==> src/pmbus_port_pkg.sv <==
package pmbus_port_pkg;

   // clock and bus timing
   localparam int unsigned CLK_MHZ               = 100;
   localparam int unsigned BUS_TIMEOUT_LIMIT_US  = 25_000;
   localparam int unsigned BUS_TIMEOUT_LIMIT_CYC = BUS_TIMEOUT_LIMIT_US * CLK_MHZ;
   localparam logic [1:0]  STRAP_SETTLE_CYC      = 2'h3;

   // 7-bit slave addresses
   localparam logic [6:0] STRAP_ADDR_BASE = 7'h6a;
   localparam logic [6:0] FACTORY_ADDR    = 7'h1a;
   localparam logic [6:0] ARA_ADDR        = 7'h0c;

   // command codes
   localparam logic [7:0] CMD_PAGE        = 8'h00;
   localparam logic [7:0] CMD_OPERATION   = 8'h01;
   localparam logic [7:0] CMD_CLR_FAULTS  = 8'h03;
   localparam logic [7:0] CMD_WR_PROTECT  = 8'h10;
   localparam logic [7:0] CMD_STORE_ALL   = 8'h11;
   localparam logic [7:0] CMD_RESTORE_ALL = 8'h12;
   localparam logic [7:0] CMD_STAT_BYTE   = 8'h78;
   localparam logic [7:0] CMD_STAT_WORD   = 8'h79;
   localparam logic [7:0] CMD_STAT_CML    = 8'h7e;
   localparam logic [7:0] CMD_READ_VOUT   = 8'h8b;
   localparam logic [7:0] CMD_VENDOR_MODE = 8'hd1;

   // page limits
   localparam logic [7:0] PAGE_CHAN_MAX = 8'h05;
   localparam logic [7:0] PAGE_MAX      = 8'h0d;
   localparam logic [7:0] PAGE_ALL      = 8'hff;

   // status bit positions
   localparam int unsigned STAT_CML_BIT  = 1;
   localparam int unsigned CML_CMD_BIT   = 7;
   localparam int unsigned CML_DATA_BIT  = 6;
   localparam logic [7:0]  FILL_BYTE     = 8'hff;

   typedef enum logic [2:0] {S_IDLE, S_ADDR, S_WR, S_RD, S_ARA} port_state_t;

   typedef struct packed {
      logic       ok;    // supported
      logic       rd;    // readable
      logic       wr;    // writable
      logic [1:0] len;   // data bytes
      logic       chan;  // valid on channel pages only
   } cmd_attr_t;

   // supported command set
   function automatic cmd_attr_t cmd_lookup(input logic [7:0] code);
      cmd_attr_t a;
      a = '0;
      unique case (code)
         CMD_PAGE, CMD_OPERATION, CMD_WR_PROTECT: a = '{1'b1, 1'b1, 1'b1, 2'd1, 1'b0};
         CMD_CLR_FAULTS, CMD_STORE_ALL, CMD_RESTORE_ALL:
            a = '{1'b1, 1'b0, 1'b1, 2'd0, 1'b0};
         CMD_STAT_BYTE, CMD_STAT_CML: a = '{1'b1, 1'b1, 1'b0, 2'd1, 1'b0};
         CMD_STAT_WORD:   a = '{1'b1, 1'b1, 1'b0, 2'd2, 1'b0};
         CMD_READ_VOUT:   a = '{1'b1, 1'b1, 1'b0, 2'd2, 1'b1};
         CMD_VENDOR_MODE: a = '{1'b1, 1'b1, 1'b1, 2'd2, 1'b0};
         default:         a = '0;
      endcase
      return a;
   endfunction

   // data checks for the validated commands
   function automatic logic data_ok(input logic [7:0] code, input logic [7:0] v);
      logic ok;
      ok = 1'b1;
      if (code == CMD_PAGE)
         ok = (v <= PAGE_MAX) || (v == PAGE_ALL);
      else if (code == CMD_OPERATION)
         ok = (v == 8'h00) || (v == 8'h40) || (v == 8'h80);
      else if (code == CMD_WR_PROTECT)
         ok = (v == 8'h00) || (v == 8'h20) || (v == 8'h40) || (v == 8'h80);
      return ok;
   endfunction

endpackage

==> src/pmbus_smbus_slave_port.sv <==
`timescale 1ns/100ps
// How it works
// straps sampled once after reset pick address
// factory address also acknowledged
// bytes shifted most significant bit first
// group write executes only at stop
// outside alerting only own or factory address acked, never general call
// while alerting only alert response address acked
// send own address, release alert on win
// start or stop mid-byte: data fault
// too few bytes dropped silently
// too many written bytes: data fault
// read past length returns ones, data fault
// read before command code: ones, data fault
// unsupported or wrong-page command: command fault
// invalid page, operation, protect data rejected
// read of write-only command: ones, data fault
// write to read-only command: command fault
// scl low timeout resets port, no flags
// host sends one command per target per group
// page selects channel for later commands
// words travel low byte first
// parametric values are two-byte direct words
// alert raised only when enabled; once raised it stays driven even if enable then drops
// fault flags sticky until clear command or reset
module pmbus_smbus_slave_port
   import pmbus_port_pkg::*;
#(
   parameter int unsigned TMO_CYC = BUS_TIMEOUT_LIMIT_CYC
) (
   // clock and reset
   input  wire logic        ref_clk_i,
   input  wire logic        rst_b_i,
   // serial bus pins
   input  wire logic        scl_i,
   input  wire logic        sda_i,
   output logic             sda_o,
   output logic             sda_oe_o,
   output logic             alert_o,
   output logic             alert_oe_o,
   // address straps
   input  wire logic        addr_strap_lo_i,
   input  wire logic        addr_strap_hi_i,
   // configuration and device side
   input  wire logic        vendor_mode_config_alert_en_i,
   input  wire logic        fault_event_i,
   input  wire logic [15:0] rd_data_i,
   // status
   output logic [6:0]       own_addr_o,
   output logic [7:0]       page_o,
   output logic             cml_flag_o,
   output logic [7:0]       status_cml_o,
   // command execution
   output logic             exec_valid_o,
   output logic [7:0]       exec_code_o,
   output logic [15:0]      exec_data_o,
   output logic [7:0]       exec_page_o
);
   localparam int unsigned TW = $clog2(TMO_CYC + 1);

   typedef struct packed {
      port_state_t st;
      logic [3:0]  bitc;
      logic [7:0]  sh;
      logic        scl_d;
      logic        sda_d;
      logic        ack;
      logic        drv;
      logic        rw;
      logic        act;
      logic        ara;
      logic        bad;
      logic        rbad;
      logic        over;
      logic [2:0]  nb;
      logic [2:0]  rdi;
      logic [7:0]  cmd;
      logic [15:0] dat;
      logic [7:0]  page;
      logic        alert;
      logic        cml_b;
      logic        cml_cmd;
      logic        cml_dat;
      logic [6:0]  own;
      logic        strapped;
      logic [1:0]  scnt;
      logic [TW-1:0] tmo;
      logic        exv;
      logic [7:0]  exc;
      logic [15:0] exd;
      logic [7:0]  exp;
      logic        zero;
   } regs_t;

   logic [1:0]  rst_sync_ff;
   logic        rst_n;
   logic [3:0]  pin_s;
   logic        scl_s, sda_s, lo_s, hi_s;
   logic        scl_rise, scl_fall, start_ev, stop_ev;
   logic        partial, tmo_hit, alerting;
   logic        set_cmd, set_dat, clr_flt;
   logic [7:0]  sh_in, tx_byte, stat_byte;
   logic [15:0] rd_word;
   cmd_attr_t   at, an;
   regs_t       q, d;

   // reset release through two flops
   always_ff @(posedge ref_clk_i or negedge rst_b_i)
   begin
      if (!rst_b_i)
         rst_sync_ff <= 2'b00;
      else
         rst_sync_ff <= {rst_sync_ff[0], 1'b1};
   end
   assign rst_n = rst_sync_ff[1];

   // pin synchronisers
   bit_sync #(.W(4)) u_pin_sync (
      .clk_i   (ref_clk_i),
      .rst_b_i (rst_n),
      .d_i     ({addr_strap_hi_i, addr_strap_lo_i, sda_i, scl_i}),
      .q_o     (pin_s)
   );
   assign scl_s = pin_s[0];
   assign sda_s = pin_s[1];
   assign lo_s  = pin_s[2];
   assign hi_s  = pin_s[3];

   // bus events from synchronised levels
   assign scl_rise = scl_s & ~q.scl_d;
   assign scl_fall = ~scl_s & q.scl_d;
   assign start_ev = scl_s & q.scl_d & q.sda_d & ~sda_s;
   assign stop_ev  = scl_s & q.scl_d & ~q.sda_d & sda_s;
   // unfinished byte at start or stop
   assign partial  = (start_ev | stop_ev) & ((q.st == S_WR) | (q.st == S_RD)) &
                     (q.bitc > 4'd1) & (q.bitc < 4'd8); // lone rise precedes sr or p
   // scl held low too long
   assign tmo_hit  = ~scl_s & (q.st != S_IDLE) & (q.tmo == TW'(TMO_CYC - 1));
   assign alerting = q.alert & vendor_mode_config_alert_en_i;
   assign sh_in    = {q.sh[6:0], sda_s};
   assign at       = cmd_lookup(q.cmd);
   assign an       = cmd_lookup(sh_in);
   assign stat_byte = 8'(q.cml_b) << STAT_CML_BIT;

   // read word source, two-byte words
   always_comb
   begin
      unique case (q.cmd)
         CMD_PAGE:      rd_word = {8'h00, q.page};
         CMD_STAT_BYTE: rd_word = {8'h00, stat_byte};
         CMD_STAT_WORD: rd_word = {8'h00, stat_byte};
         CMD_STAT_CML:  rd_word = {8'h00, q.cml_cmd, q.cml_dat, 6'h00};
         default:       rd_word = rd_data_i;
      endcase
   end

   // low byte first, ones past the end
   always_comb
   begin
      if (q.rbad || ({1'b0, q.rdi} >= {2'b00, at.len}))
         tx_byte = FILL_BYTE;
      else if (q.rdi == 3'd0)
         tx_byte = rd_word[7:0];
      else
         tx_byte = rd_word[15:8];
   end

   // next-state logic
   always_comb
   begin
      d = q;
      set_cmd = 1'b0;
      set_dat = 1'b0;
      clr_flt = 1'b0;
      d.scl_d = scl_s;
      d.sda_d = sda_s;
      d.exv   = 1'b0;
      d.tmo   = (~scl_s & (q.st != S_IDLE)) ? q.tmo + TW'(1) : '0;
      // capture straps once
      if (!q.strapped)
      begin
         d.scnt = q.scnt + 2'd1;
         if (q.scnt == STRAP_SETTLE_CYC)
         begin
            d.strapped = 1'b1;
            d.own      = STRAP_ADDR_BASE + {5'b00000, hi_s, lo_s};
         end
      end
      if (partial)
      begin
         set_dat = 1'b1;
         d.bad   = 1'b1;
      end
      if (start_ev)
      begin
         d.st   = S_ADDR;
         d.bitc = 4'd0;
         d.drv  = 1'b0;
      end
      else if (stop_ev)
      begin
         // deferred write, exact byte count only
         if (q.act && !q.rw && !q.bad && !partial && (q.nb == {1'b0, at.len} + 3'd1))
         begin
            // validate data
            if (!data_ok(q.cmd, q.dat[7:0]))
               set_dat = 1'b1;
            else
            begin
               d.exv = 1'b1;
               d.exc = q.cmd;
               d.exd = q.dat;
               d.exp = q.page;
               // page select
               if (q.cmd == CMD_PAGE)
                  d.page = q.dat[7:0];
               if (q.cmd == CMD_CLR_FAULTS)
                  clr_flt = 1'b1;
            end
         end
         d.st   = S_IDLE;
         d.act  = 1'b0;
         d.nb   = 3'd0;
         d.drv  = 1'b0;
         d.bitc = 4'd0;
      end
      else if (tmo_hit)
      begin
         d.st   = S_IDLE;
         d.act  = 1'b0;
         d.nb   = 3'd0;
         d.drv  = 1'b0;
         d.bitc = 4'd0;
      end
      else if (scl_rise)
      begin
         unique case (q.st)
            S_ADDR, S_WR:
            begin
               // shift in msb first
               if (q.bitc < 4'd8)
               begin
                  d.sh   = sh_in;
                  d.bitc = q.bitc + 4'd1;
               end
               if ((q.bitc == 4'd7) && (q.st == S_ADDR))
               begin
                  d.ack = 1'b0;
                  d.ara = 1'b0;
                  // only alert response address
                  if (alerting)
                  begin
                     d.ack = (sh_in[7:1] == ARA_ADDR) & sh_in[0];
                     d.ara = d.ack;
                  end
                  // own or factory address, no general call
                  else if ((sh_in[7:1] == q.own) || (sh_in[7:1] == FACTORY_ADDR))
                  begin
                     d.ack = 1'b1;
                     d.rw  = sh_in[0];
                     d.act = 1'b1;
                     d.rdi = 3'd0;
                     d.over = 1'b0;
                     d.rbad = 1'b0;
                     if (!sh_in[0])
                     begin
                        d.nb  = 3'd0;
                        d.bad = 1'b0;
                     end
                     // read where command expected
                     else if (q.nb == 3'd0)
                     begin
                        d.rbad  = 1'b1;
                        set_dat = 1'b1;
                     end
                     // read of write-only command
                     else if (at.ok && !at.rd && !q.bad)
                     begin
                        d.rbad  = 1'b1;
                        d.bad   = 1'b1;
                        set_dat = 1'b1;
                     end
                     else if (q.bad)
                        d.rbad = 1'b1;
                  end
               end
               else if ((q.bitc == 4'd7) && (q.nb == 3'd0))
               begin
                  d.ack = 1'b1;
                  d.cmd = sh_in;
                  d.nb  = 3'd1;
                  // unsupported or wrong page
                  if (!an.ok || (an.chan && (q.page > PAGE_CHAN_MAX)))
                  begin
                     d.bad   = 1'b1;
                     set_cmd = 1'b1;
                  end
               end
               else if (q.bitc == 4'd7)
               begin
                  d.ack = 1'b1;
                  d.nb  = (q.nb == 3'd7) ? q.nb : q.nb + 3'd1;
                  if (q.bad)
                     d.bad = 1'b1;
                  // write to read-only command
                  else if (!at.wr)
                  begin
                     d.bad   = 1'b1;
                     set_cmd = 1'b1;
                  end
                  // too many bytes written
                  else if (q.nb > {1'b0, at.len})
                  begin
                     d.bad   = 1'b1;
                     set_dat = 1'b1;
                  end
                  else if (q.nb == 3'd1)
                     d.dat[7:0] = sh_in;
                  else
                     d.dat[15:8] = sh_in;
               end
            end
            S_RD, S_ARA:
            begin
               if (q.bitc < 4'd8)
               begin
                  d.bitc = q.bitc + 4'd1;
                  // lost arbitration keeps alert
                  if ((q.st == S_ARA) && !q.drv && !sda_s)
                  begin
                     d.st   = S_IDLE;
                     d.bitc = 4'd0;
                  end
                  // won arbitration releases alert
                  else if ((q.st == S_ARA) && (q.bitc == 4'd7))
                     d.alert = 1'b0;
               end
               else if ((q.bitc == 4'd8) && !sda_s && (q.st == S_RD))
               begin
                  d.bitc = 4'd9;
                  d.rdi  = (q.rdi == 3'd7) ? q.rdi : q.rdi + 3'd1;
               end
               else
                  d.st = S_IDLE;
            end
            default: ;
         endcase
      end
      else if (scl_fall)
      begin
         unique case (q.st)
            S_ADDR, S_WR:
            begin
               if (q.bitc == 4'd8)
               begin
                  if (q.ack)
                  begin
                     d.drv  = 1'b1;
                     d.bitc = 4'd9;
                  end
                  else
                     d.st = S_IDLE;
               end
               else if (q.bitc == 4'd9)
               begin
                  d.bitc = 4'd0;
                  d.drv  = 1'b0;
                  if ((q.st == S_ADDR) && q.ara)
                  begin
                     d.st  = S_ARA;
                     d.sh  = {q.own, 1'b1};
                     d.drv = ~q.own[6];
                  end
                  else if ((q.st == S_ADDR) && q.rw)
                  begin
                     d.st  = S_RD;
                     d.sh  = tx_byte;
                     d.drv = ~tx_byte[7];
                  end
                  else
                     d.st = S_WR;
               end
            end
            S_RD, S_ARA:
            begin
               // shift out msb first
               if ((q.bitc != 4'd0) && (q.bitc < 4'd8))
               begin
                  d.sh  = {q.sh[6:0], 1'b0};
                  d.drv = ~q.sh[6];
               end
               else if (q.bitc == 4'd8)
                  d.drv = 1'b0;
               else if (q.bitc == 4'd9)
               begin
                  d.bitc = 4'd0;
                  d.sh   = tx_byte;
                  d.drv  = ~tx_byte[7];
                  // first byte past length
                  if (!q.rbad && !q.over && (tx_byte == FILL_BYTE) &&
                      ({1'b0, q.rdi} >= {2'b00, at.len}))
                  begin
                     d.over  = 1'b1;
                     set_dat = 1'b1;
                  end
               end
            end
            default: ;
         endcase
      end
      // sticky flags, set beats clear
      d.cml_b   = (q.cml_b & ~clr_flt) | set_cmd | set_dat;
      d.cml_cmd = (q.cml_cmd & ~clr_flt) | set_cmd;
      d.cml_dat = (q.cml_dat & ~clr_flt) | set_dat;
      // alert only when enabled
      if ((set_cmd | set_dat | fault_event_i) & vendor_mode_config_alert_en_i)
         d.alert = 1'b1;
      d.zero = 1'b0;
   end

   // state register
   always_ff @(posedge ref_clk_i or negedge rst_n)
   begin
      if (!rst_n)
         q <= '0;
      else
         q <= d;
   end

   // outputs straight from state
   assign sda_o        = q.zero;
   assign sda_oe_o     = q.drv;
   assign alert_o      = q.zero;
   assign alert_oe_o   = q.alert;
   assign own_addr_o   = q.own;
   assign page_o       = q.page;
   assign cml_flag_o   = q.cml_b;
   assign status_cml_o = {q.cml_cmd, q.cml_dat, 6'h00};
   assign exec_valid_o = q.exv;
   assign exec_code_o  = q.exc;
   assign exec_data_o  = q.exd;
   assign exec_page_o  = q.exp;
endmodule // pmbus_smbus_slave_port

==> src/bit_sync.sv <==
`timescale 1ns/100ps
module bit_sync #(
   parameter int unsigned W = 1
) (
   // clock and reset
   input  wire logic         clk_i,
   input  wire logic         rst_b_i,
   // data
   input  wire logic [W-1:0] d_i,
   output logic      [W-1:0] q_o
);
   logic [W-1:0] meta_ff;

   // two-stage synchroniser, first stage read only by second
   always_ff @(posedge clk_i or negedge rst_b_i)
   begin
      if (!rst_b_i)
      begin
         meta_ff <= '0;
         q_o     <= '0;
      end
      else
      begin
         meta_ff <= d_i;
         q_o     <= meta_ff;
      end
   end
endmodule // bit_sync

==> config.mk <==
export PLATFORM = sky130hd
export DESIGN_NAME = pmbus_smbus_slave_port
export DESIGN_NICKNAME = d
export VERILOG_FILES = /design/src/pmbus_port_pkg.sv /design/src/pmbus_smbus_slave_port.sv /design/src/bit_sync.sv
export SDC_FILE = /design/constraint.sdc
export NUM_CORES = 1
export LEC_CHECK = 0
export BUFFER_PORTS_ARGS = -buffer_cell sky130_fd_sc_hd__buf_2
export CORE_MARGIN = 4
export CORE_UTILIZATION = 54
export DETAILED_ROUTE_END_ITERATION = 10
export GPL_ROUTABILITY_DRIVEN = 0
export PLACE_DENSITY = 0.77
export SYNTH_ARGS = -nofsm -noshare
export SYNTH_HDL_FRONTEND = slang
export SYNTH_SLANG_ARGS = --single-unit
==> constraint.sdc <==
create_clock -name ref_clk_i -period 4.3 [get_ports ref_clk_i]
set_input_delay 0.645 -clock ref_clk_i [delete_from_list [all_inputs] [get_ports ref_clk_i]]
set_output_delay 0.645 -clock ref_clk_i [all_outputs]
set_load 0.02 [all_outputs]
==> Word-level counts from Yosys, hierarchy flattened <==
Index checks and enable logic that the tools add are counted.
{ "op_classes": {"n_addsub": 7, "order_cmp": 6, "n_eq_ne": 83, "n_mux": 179, "n_bitwise": 44, "reduce_logical": 92} }
{ "ops": {"columns": ["cell", "n"], "rows": [
  ["$mux 33", 4],
  ["$mux 8", 15],
  ["$mux 1", 102],
  ["$mux 16", 5],
  ["$pmux 6 s6", 2],
  ["$mux 3", 19],
  ["$eq 8x7->1 const B", 7],
  ["$eq 8x8->1 const B", 7],
  ["$mux 27", 2],
  ["$eq 8x5->1 const B", 6],
  ["$mux 24", 2],
  ["$ne 6x6->1 const B", 8],
  ["$pmux 16 s3", 1],
  ["$mux 15", 3],
  ["$mux 42", 1],
  ["$mux 7", 6],
  ["$mux 12", 3],
  ["$reduce_and 12->1", 3],
  ["$mux 30", 1],
  ["$ne 7x7->1 const B", 4],
  ["$logic_not 8->1", 3],
  ["$pmux 12 s2", 1],
  ["$reduce_and 6->1", 4],
  ["$reduce_and 8->1", 3],
  ["other kinds (63)", 199]
]} }
{ "totals": {"ff_bits": 141, "input_bits": 24, "out_inout_bits": 61, "elab_cells": 445} }

==> Depth between registers and ports, before layout <==
Gate-level depths: netlist (run 1).
{ "logic_depth": {"depth_word": 24, "depth_mapped": 14, "mapped_depth_nobuf": 13} }

==> Cells and area by module <==
From an unflattened synthesis (run 1), not the netlist that was laid out.
{ "unflattened": {"hier_cells": 769, "hier_area_um2": 7887.6} }
{ "by_module_without_submodules": {"columns": ["module", "n_inst", "cells_each", "area_each_um2", "seq_area_each_um2"], "rows": [
  ["pmbus_smbus_slave_port", 1, 761, 7687.4, 3253.1],
  ["bit_sync", 1, 8, 200.2, 200.2]
]} }

==> Worst setup path before layout (run 1) <==
No wires, ideal clock.
{ "synth_path": {"path_kind": "flip-flop to flip-flop", "from": "reg q[99] in the netlist's numbering", "to": "reg q (netlist bit page_o[0])", "setup_ns": 0.127, "arrival_time_ns": 3.787, "t_required_ns": 4.173, "setup_slack_ns": 0.386, "path_stages_with_launch": 13, "n_path_buf": 2, "period_less_slack_ns": 3.914, "cell_sequence": "dfrtp_1 > or4_1 > buf_2 > or4_4 > o211ai_1 > ha_1 > xor2_1 > or4b_1 > nor4b_2 > o211ai_2 > or2_1 > buf_4 > mux2_1"} }
{ "synth_via": {"elab_chain_len": 8} }
{ "synth_rtl": {"columns": ["item", "line_no", "rtl"], "rows": [
  ["from (decl)", "pmbus_smbus_slave_port.sv:105", "regs_t q, d;"],
  ["from (signal assigned)", "pmbus_smbus_slave_port.sv:425", "q <= '0;"],
  ["from (signal assigned)", "pmbus_smbus_slave_port.sv:427", "q <= d;"],
  ["parallel branches: the longest is 7 deep, another holds $add 2x1->3", null, null],
  ["$reduce_and 5->1 (no source line) (*)", null, null]
]} }
Mark *: on every way between the ends. The select of a mux whose other input is x is not followed.
A chain may end at the register's enable or synchronous reset.

==> Worst setup path after layout (run 1) <==
{ "layout_path": {"from": "reg q[99] in the netlist's numbering", "to": "reg q (netlist bit page_o[5])"} }
Same word-level chain as after synthesis.

==> impl_metrics.yaml, run 1 <==
outcome:
  outcome: "complete, no violations"
die:
  die_x_um: 128.4
  die_area_sq_mm: 0.01649
  io_pins: 85
  die_h_um: 128.4
  starting_density_of_the_core: 0.5575
  floorplan.rows: 43
  area_of_the_core_sq_mm: 0.01404
timing:
  report.final.setup_viol: 0
  min_period_over_period: 0.9585
  maxSlewViolCount: 0
  worstMarginPinSlew_ps: 885.8
  clk_skew_ps: 10.44
  worst_hold_slack_ps: 322.3
  report.final.hold_viol_count: 0
  layout_min_cycle_time_ps: 4122
  final_tns_setup_ps: 0
  slew-limit-headroom: 0.4095
  maxClockFrequency_ghz: 0.2426
  final_critical_path_setup_slack_ps: 178.3
  grt_setup_unrepaired: "no"
flow_run:
  timing.max_cap.violations: 0
logic_synthesis:
  synth_flop_cell: "sky130_fd_sc_hd__dfrtp_1"
  post_synth_most_frequent_cells: "sky130_fd_sc_hd__dfrtp_1 (138), sky130_fd_sc_hd__mux2_2 (71), sky130_fd_sc_hd__buf_4 (61)"
  post_synth_num_cell_types: 74
  number_of_enable_flip_flop_cells_after_synthesis: 0
  synth.yosys.seq_area_share: 0.4411
  ys.warnings.count: 0
  synth_adder_area_share: 0.03196
  ys_ff_latch: 138
  synthesis.area_per_instance_sq_um: 10.31
  combinational_family_with_the_most_area_after_synthesis: "simple AND/OR/NAND/NOR gates"
  yosys.area.top_type_share: 0.4411
  yosys-mux-area-fraction: 0.1226
  syn_inst: 759
  simple_gate_share_of_the_synthesized_area: 0.1766
  ranking_of_synthesized_cells_by_area: "sky130_fd_sc_hd__dfrtp_1 (44%), sky130_fd_sc_hd__mux2_2 (10%), sky130_fd_sc_hd__buf_4 (5.8%), sky130_fd_sc_hd__ha_1 (3.2%), sky130_fd_sc_hd__nand2_1 (2.8%)"
  synth_top_area_cell: "sky130_fd_sc_hd__dfrtp_1"
  async_flop_share: 1.000
  synthesis.area_sq_mm: 0.007829
  synth_compound_area_frac: 0.1061
  yosys.area_share.xor_xnor: 0.03468
  post-synth-top-count-cell: "sky130_fd_sc_hd__dfrtp_1"
setup_path:
  crit-reg2reg-launch: "q[99]"
  critical_path_arrival_ps: 4430
  crit_path_max_fanout: 8
  cp_data_required_time_ps: 4610
  reg2reg_setup_slack_ps: 180
  reg2reg_to: "page_o[5]"
  sequence_of_cells_on_the_critical_path: "or4_1 > or4_4 > o211ai_1 > ha_1 > xor2_1 > or4b_1 > nor4b_2 > o211ai_4 > or2_1 > mux2_1"
  crit_type: "reg2reg"
  critical_path.endpoint_type: "flop"
  critical-path-slowest-cell: "sky130_fd_sc_hd__or4_1"
  timing.critical_path.from_type: "flop"
  cp_slowest_stage_delay_ps: 590
  worst_r2r_path_depth: 10
hold_path:
  whs_path_depth: 1
  min_from: "sda_i"
  min_delay_worst_endpoint: "u_pin_sync.meta_ff[1]"
  hold_path.class: "in2reg"
clocking:
  clock-root-buffer: "sky130_fd_sc_hd__clkbuf_16"
  numClockSinks: 138
  clock_tree_from_tritoncts: "yes"
  tritoncts.num_buffers: 17
  clock_tree.htree_level_count: 4
  cts_buffer_depth: 2
  post-cts-setup-buffer-count: 0
  clkSlewWorstSetupHoldPaths_ps: 60
  clock_latency_on_the_worst_skew_pair_ps: 430
detailed_routing:
  drtAntennaViolNets: 0
  drt-wirelength-per-cell_um: 19.17
  via_count: 5949
  initialDrtViolationCount: 524
  detailed_route_wl_um: 18630
  drtPass1Iterations: 5
  detail_route.drc_violations: 0
  detail_route.vias_per_cell: 6.120
cells_and_area:
  multi_input_comb_area_sq_mm: 0.003741
  antenna_cells: 0
  final_net_count: 823
  filler_cell_count: 1158
  layout.area.seq_sq_mm: 0.003457
  design_area_sq_mm: 0.008578
  layout-drive-gt1-share: 0.2626
  area_growth_from_synthesis_to_layout_pct: 9.573
grt:
  grt_usage: 0.2338
  globalRoute.totalOverflow: 0
  antenna_violations_before_repair: 0
  grt_first_pass_wirelength_um: 30570
  via_count_of_the_first_global_routing_pass: 5941
  pin_count_of_the_biggest_net_entering_global_routing: 69
placement:
  buffer_ports.inserted: 75
  placement_stage_worst_setup_slack_ps: 200.8
  placedInstanceArea_sq_mm: 0.007960
  detailedPlacementHpwl_um: 13370
power:
  worst_ir_drop_vdd_mv: 0.3325
  power_density_over_cell_area_mw_per_mm2: 365.3
  p_leak_nw: 4.060
-- area by class of cell --
type	instances	area share
Multi-Input combinational cell	513	0.4361
Sequential cell	138	0.4030
Timing Repair Buffer	86	0.05368
Clock buffer	18	0.05120
Tap cell	180	0.02625
Clock inverter	14	0.01969
Inverter	23	0.01006
-- layer usage --
layer	vias to the layer above	track usage	share of wire
li1	2703	-	-
met1	2882	0.3005	0.41
met2	313	0.3791	0.48
met3	51	0.05895	0.080
met4	0	0.09675	0.029
met5	-	0	0
-- metrics by stage --
stage / total power [mW] / std cells / utilization
6_report: 3.134 / 972 / 0.6109
5_1_grt: 3.234 / 972 / 0.6109
4_1_cts: 3.148 / 972 / 0.6109
3_5_place_dp: 1.652 / 939 / 0.5669
3_3_place_gp: 1.640 / 939 / 0.5669
2_1_floorplan: 1.580 / 767 / -
-- state kept, by name (all words and copies together) (netlist names), 2 cells and up --
signal              flops
q                      78
exec_data_o            16
exec_code_o             8
exec_page_o             8
page_o                  8
own_addr_o              4
u_pin_sync.meta_ff      4
u_pin_sync.q_o          4
rst_sync_ff             2
status_cml_o            2
-- worst max-delay path: cells and delay by family, from the launching register on --
family | cells | cell delay (ps)
and+or+nand+nor | 5 | 2390
xor gates and xnor gates | 1 | 140
adders and majority gates | 1 | 300
AOI/OAI and AO/OA | 2 | 370
DFF | 1 | 430
muxes | 1 | 370
-- kinds of logic after synthesis --
logic type | Yosys count
and+or+nand+nor | 249
DFF | 138
AOI/OAI and AO/OA | 117
buffers and inverters | 116
muxes | 86
xor gates and xnor gates | 31
adders and majority gates | 20
other | 2
-- power by group --
part,internal [mW],switching [mW]
Combinational,0.0873,0.111
Clock,0.927,0.569
Sequential,1.33,0.108
Total,2.34,0.789
-- worst max path at each step --
| stage | end | startpoint | depth (start not counted) |
|---|---|---|---|
| after floorplan | alert_oe_o | rst_sync_ff[1] | 0 |
| after global placement | page_o[1] | q[99] | 10 |
| after detailed placement | page_o[4] | q[99] | 10 |
| after CTS | page_o[5] | q[99] | 10 |
| after global routing | page_o[3] | q[99] | 10 |
| final | page_o[5] | q[99] | 10 |
-- placed cells by master, fill, tap and decap left out, drive strengths merged, types with 4 or more instances in the layout --
| cell | n |
|---|---|
| a21o | 6 |
| o31ai | 9 |
| nor4bb | 4 |
| or4 | 8 |
| xnor2 | 12 |
| xor2 | 19 |
| and3 | 9 |
| ha | 20 |
| nand4 | 13 |
| mux2i | 7 |
| and2 | 5 |
| a21oi | 15 |
| nand3 | 14 |
| nand3b | 10 |
| nor3 | 15 |
| inv | 25 |
| conb | 10 |
| a2111oi | 6 |
| nor4 | 9 |
| nand2b | 6 |
| o211ai | 4 |
| nor2 | 53 |
| o21ai | 26 |
| nor4b | 5 |
| a221oi | 6 |
| nand2 | 58 |
| or2 | 8 |
| buf | 85 |
| a31oi | 5 |
| nor2b | 13 |
| dfrtp | 138 |
| clkbuf | 18 |
| a211oi | 8 |
| clkinv | 7 |
| mux2 | 79 |
-- timing repair --
action                    CTS  global route
hold buffers                1             0
resized for setup           0             0
hold endpoints to repair    2             0
No activity file was read; power rests on OpenSTA's default activity.
==> run 2: changes to the inputs <==
--- a/config.mk
+++ b/config.mk
@@ -10,7 +10,7 @@
 export CORE_UTILIZATION = 54
 export DETAILED_ROUTE_END_ITERATION = 10
 export GPL_ROUTABILITY_DRIVEN = 0
-export PLACE_DENSITY = 0.77
+export PLACE_DENSITY = 0.86
 export SYNTH_ARGS = -nofsm -noshare
 export SYNTH_HDL_FRONTEND = slang
 export SYNTH_SLANG_ARGS = --single-unit
==> run 2 against run 1 <==
Clock skew is 2.3 ps lower. Total power down 1.4%. Largest power group unchanged. Via count about the same. Die area unchanged. Utilization is essentially flat. Critical path type unchanged. Critical endpoint is now page_o[1].
==> impl_metrics.yaml, run 2 (same netlist as run 1, synthesis figures left out) <==
clocking:
  clock_tree.htree_level_count: 4
  clock_tree_from_tritoncts: "yes"
  tritoncts.num_buffers: 17
  numClockSinks: 138
  cts_buffer_depth: 2
  clock-root-buffer: "sky130_fd_sc_hd__clkbuf_16"
  clock_latency_on_the_worst_skew_pair_ps: 420
  post-cts-setup-buffer-count: 0
  clkSlewWorstSetupHoldPaths_ps: 60
timing:
  clk_skew_ps: 8.134
  final_critical_path_setup_slack_ps: 243.2
  final_tns_setup_ps: 0
  layout_min_cycle_time_ps: 4057
  slew-limit-headroom: 0.3990
  report.final.setup_viol: 0
  grt_setup_unrepaired: "no"
  maxSlewViolCount: 0
  worstMarginPinSlew_ps: 899.7
  worst_hold_slack_ps: 329.9
  maxClockFrequency_ghz: 0.2465
  min_period_over_period: 0.9434
  report.final.hold_viol_count: 0
die:
  floorplan.rows: 43
  io_pins: 85
  die_x_um: 128.4
  starting_density_of_the_core: 0.5575
  die_h_um: 128.4
  area_of_the_core_sq_mm: 0.01404
  die_area_sq_mm: 0.01649
placement:
  detailedPlacementHpwl_um: 12740
  post-place-cells: 940
  placedInstanceArea_sq_mm: 0.007968
  buffer_ports.inserted: 75
  placement_stage_worst_setup_slack_ps: 304.2
power:
  power.total_mw: 3.090
  power_density_over_cell_area_mw_per_mm2: 360.4
  worst_ir_drop_vdd_mv: 0.2872
  p_leak_nw: 4.059
grt:
  globalRoute.totalOverflow: 0
  pin_count_of_the_biggest_net_entering_global_routing: 61
  via_count_of_the_first_global_routing_pass: 5922
  antenna_violations_before_repair: 0
  grt_usage: 0.2291
  grt_first_pass_wirelength_um: 29900
outcome:
  outcome: "complete, no violations"
setup_path:
  crit_path_max_fanout: 8
  timing.critical_path.from_type: "flop"
  worst_setup_path_startpoint: "q[99]"
  crit-reg2reg-launch: "q[99]"
  crit_type: "reg2reg"
  sequence_of_cells_on_the_critical_path: "or4_1 > or4_4 > o211ai_1 > ha_1 > xor2_1 > or4b_1 > nor4b_2 > o211ai_4 > or2_1 > mux2_1"
  cp_data_required_time_ps: 4600
  critical-path-slowest-cell: "sky130_fd_sc_hd__or4_1"
  critical_path.endpoint_type: "flop"
  cp_slowest_stage_delay_ps: 580
  critical_path_arrival_ps: 4360
detailed_routing:
  detail_route.drc_violations: 0
  initialDrtViolationCount: 693
  detailed_route_wl_um: 18310
  detail_route.vias_per_cell: 6.113
  drtPass1Iterations: 5
  via_count: 5948
  drt-wirelength-per-cell_um: 18.81
  drtAntennaViolNets: 0
cells_and_area:
  final_core_util: 0.6105
  layout-drive-gt1-share: 0.2636
  max_ffs_per_register: 78
  largest_register: "q"
  area_growth_from_synthesis_to_layout_pct: 9.509
  antenna_cells: 0
  stdcell_count: 973
  layout_common_cells: "sky130_fd_sc_hd__dfrtp_1 (137), sky130_fd_sc_hd__buf_2 (75), sky130_fd_sc_hd__mux2_2 (71)"
  final_net_count: 824
  mostFrequentLayoutCell: "sky130_fd_sc_hd__dfrtp_1"
  design_area_sq_mm: 0.008573
hold_path:
  hold_path.class: "in2reg"
  min_from: "addr_strap_lo_i"
flow_run:
  timing.max_cap.violations: 0
-- run 2: repair_timing --
action,in CTS,in global routing
hold endpoints to repair,2,0
resized for setup,0,0
hold buffers,1,0
-- run 2: area by class of cell --
type | instances | area [sq um]
Clock buffer | 19 | 452.9
Inverter | 23 | 86.33
Fill cell | 1108 | 5469
Tap cell | 180 | 225.2
Multi-Input combinational cell | 513 | 3741
Sequential cell | 138 | 3457
Timing Repair Buffer | 87 | 467.9
Clock inverter | 13 | 142.6
-- run 2: path summary, 6_finish.rpt --
path                                          to  slack, ps  depth (start not counted)
min in group asynchronous                  q[57]        410                          0
setup / recovery                       page_o[1]        240                         10
hold / removal             u_pin_sync.meta_ff[2]        330                          1
setup reg to reg                       page_o[1]        240                         10
hold reg to reg                u_pin_sync.q_o[1]        350                          0
max in group asynchronous         exec_page_o[7]       2850                          1
-- run 2: power breakdown --
part / switching, mW / internal [mW] / leakage [nW]
Combinational: 0.111 / 0.0871 / 1.93
Sequential: 0.105 / 1.33 / 1.84
Clock: 0.568 / 0.888 / 0.290
Total: 0.784 / 2.31 / 4.06
-- run 2: worst max-delay path: cells and delay by family, from the launching register on --
| kind | cells | cell delay (ps) |
|---|---|---|
| xor gates and xnor gates | 1 | 140 |
| muxes | 1 | 380 |
| adders and majority gates | 1 | 300 |
| AOI/OAI and AO/OA | 2 | 330 |
| DFF | 1 | 430 |
| and+or+nand+nor | 5 | 2350 |
-- run 2: metal layers --
metal	wire length [um]	track usage	vias to the layer above
met5	0	0	-
met3	1472	0.05562	47
met2	8845	0.3754	292
li1	-	-	2704
met1	7391	0.2863	2905
met4	597	0.1080	0
==> run 3: changes to the inputs <==
--- a/config.mk
+++ b/config.mk
@@ -11,6 +11,7 @@
 export DETAILED_ROUTE_END_ITERATION = 10
 export GPL_ROUTABILITY_DRIVEN = 0
 export PLACE_DENSITY = 0.86
+export SLEW_MARGIN = 40
 export SYNTH_ARGS = -nofsm -noshare
 export SYNTH_HDL_FRONTEND = slang
 export SYNTH_SLANG_ARGS = --single-unit
==> constraint.sdc (replaced) <==
create_clock -name ref_clk_i -period 3.52 [get_ports ref_clk_i]
set_input_delay 0.528 -clock ref_clk_i [delete_from_list [all_inputs] [get_ports ref_clk_i]]
set_output_delay 0.528 -clock ref_clk_i [all_outputs]
set_load 0.02 [all_outputs]
==> run 3 against run 2 <==
The flow now finishes with violations (setup timing). Clock power is 30% higher. Register-to-register slack worse by 510 ps. Sequential cell count stayed put. Sequential share of layout area is 3.0 points lower. Hold slack worse by 200 ps.
==> impl_metrics.yaml, run 3 (same netlist as run 1, synthesis figures left out) <==
cells_and_area:
  max_ffs_per_register: 78
  layout.area.seq_sq_mm: 0.003457
  layout_common_cells: "sky130_fd_sc_hd__dfrtp_1 (137), sky130_fd_sc_hd__buf_2 (75), sky130_fd_sc_hd__mux2_2 (67)"
  layout-drive-gt1-share: 0.3366
  filler_cell_count: 956
  mostFrequentLayoutCell: "sky130_fd_sc_hd__dfrtp_1"
  final_core_util: 0.6603
  final_net_count: 860
  largest_register: "q"
  antenna_cells: 0
  area_growth_from_synthesis_to_layout_pct: 18.43
  multi_input_comb_area_sq_mm: 0.004015
grt:
  antenna_violations_before_repair: 0
  globalRoute.totalOverflow: 0
  grt_first_pass_wirelength_um: 32770
  pin_count_of_the_biggest_net_entering_global_routing: 44
  grt_usage: 0.2508
  via_count_of_the_first_global_routing_pass: 6241
detailed_routing:
  detailed_route_wl_um: 21750
  detail_route.drc_violations: 0
  drt-wirelength-per-cell_um: 21.56
  drtAntennaViolNets: 0
  via_count: 6506
  detail_route.vias_per_cell: 6.448
  drtPass1Iterations: 8
  initialDrtViolationCount: 982
clocking:
  numClockSinks: 138
  tritoncts.num_buffers: 17
  clock_latency_on_the_worst_skew_pair_ps: 430
  clock_tree.htree_level_count: 4
  clock_tree_from_tritoncts: "yes"
  clock-root-buffer: "sky130_fd_sc_hd__clkbuf_16"
  clkSlewWorstSetupHoldPaths_ps: 70
  cts_buffer_depth: 2
timing:
  clk_skew_ps: 12.52
  min_period_over_period: 1.075
  slew-limit-headroom: 0.2543
  maxClockFrequency_ghz: 0.2643
  maxSlewViolCount: 0
  final_tns_setup_ps: -10260
  report.final.setup_viol: 49
  worstMarginPinSlew_ps: 1090
  report.final.hold_viol_count: 0
  grt_setup_unrepaired: "yes"
  final_critical_path_setup_slack_ps: -263.0
  layout_min_cycle_time_ps: 3783
setup_path:
  crit_type: "reg2reg"
  critical_path_arrival_ps: 4100
  critical_path.endpoint_type: "flop"
  cp_data_required_time_ps: 3840
  crit_path_max_fanout: 8
  timing.critical_path.from_type: "flop"
power:
  p_leak_nw: 4.392
  worst_ir_drop_vdd_mv: 0.4220
  power_density_over_cell_area_mw_per_mm2: 425.0
placement:
  buffer_ports.inserted: 75
  detailedPlacementHpwl_um: 13130
die:
  floorplan.rows: 43
  die_x_um: 128.4
  io_pins: 85
  die_area_sq_mm: 0.01649
  starting_density_of_the_core: 0.5575
  die_h_um: 128.4
  area_of_the_core_sq_mm: 0.01404
hold_path:
  hold_path.class: "reg2async"
outcome:
  failed_checks: "setup timing"
  outcome: "finished with violations"
flow_run:
  timing.max_cap.violations: 0
run 3: cell types whose count changed in the layout (fill, tap and decap cells not counted), sizes merged:
| cell | before | now |
|---|---|---|
| buf | 86 | 122 |
| inv | 26 | 34 |
| clkinv | 6 | 1 |
| clkbuf | 19 | 17 |
| clkinvlp | 2 | 1 |
run 3: final timing paths:
kind | cells after the start | slack [ps] | to | startpoint
worst max-delay path | 11 | -260 | page_o[3] | q[96]
worst min-delay path | 0 | 130 | u_pin_sync.q_o[1] | rst_sync_ff[1]
worst max register to register | 11 | -260 | page_o[3] | q[96]
worst min register to register | 0 | 130 | u_pin_sync.q_o[1] | rst_sync_ff[1]
max in group asynchronous | 2 | 2590 | q[101] | rst_sync_ff[1]
min in group ref_clk_i | 1 | 200 | u_pin_sync.meta_ff[1] | sda_i
run 3: final cells by class:
class	count	area share
tap	180	0.02429
multi-input combinational	513	0.4331
clock buffer	17	0.04588
timing repair buffer	123	0.09352
inverter	23	0.009312
clock inverter	15	0.02105
sequential	138	0.3729
run 3: metrics by stage:
stage	cell area (sq um)	power (mW)	instances	hold WS, ps	setup slack, ps
detailed placement	8173	2.028	964	132.8	-333.9
finish	9271	3.940	1009	133.0	-263.0
floorplan	7870	1.930	767	232.4	-393.4
global route	9271	4.067	1009	149.9	-373.4
global placement	8133	2.012	962	313.7	-211.4
CTS	9059	3.913	1006	138.4	-199.3
run 3: layer usage:
layer  track usage  part of all wire  up-vias  routed length (um)
met1        0.3109              0.37     3155                8147
met3       0.06393             0.098      123                2135
li1              -                 -     2791                   -
met5             0                 0        -                   0
met2        0.4140              0.48      437               10400
met4        0.1136             0.049        0                1067
run 3: worst max-delay path, cell delays in order (launching register included):
cell                       delay, ps
sky130_fd_sc_hd__dfrtp_1         380
sky130_fd_sc_hd__or4_4           540
sky130_fd_sc_hd__or4_4           430
sky130_fd_sc_hd__o211ai_1        180
sky130_fd_sc_hd__ha_1            320
sky130_fd_sc_hd__xor2_1          150
sky130_fd_sc_hd__or4b_1          480
sky130_fd_sc_hd__nor4b_2         250
sky130_fd_sc_hd__buf_4           180
sky130_fd_sc_hd__o211ai_4         90
sky130_fd_sc_hd__or2_4           340
sky130_fd_sc_hd__mux2_4          330
run 3: where the power goes:
| part | switching [mW] | internal (mW) |
|---|---|---|
| clock network | 0.813 | 1.09 |
| registers | 0.122 | 1.62 |
| logic | 0.169 | 0.123 |
| total | 1.10 | 2.84 |
run 3: what timing repair did:
item | CTS | global route
resized for setup | 32 | 32
hold buffers | 1 | 0
gates cloned | 3 | 0
hold endpoints to repair | 2 | 0
endpoints found under the setup margin | 48 | 57
buffers inserted | 6 | 3
pin swaps | 8 | 12
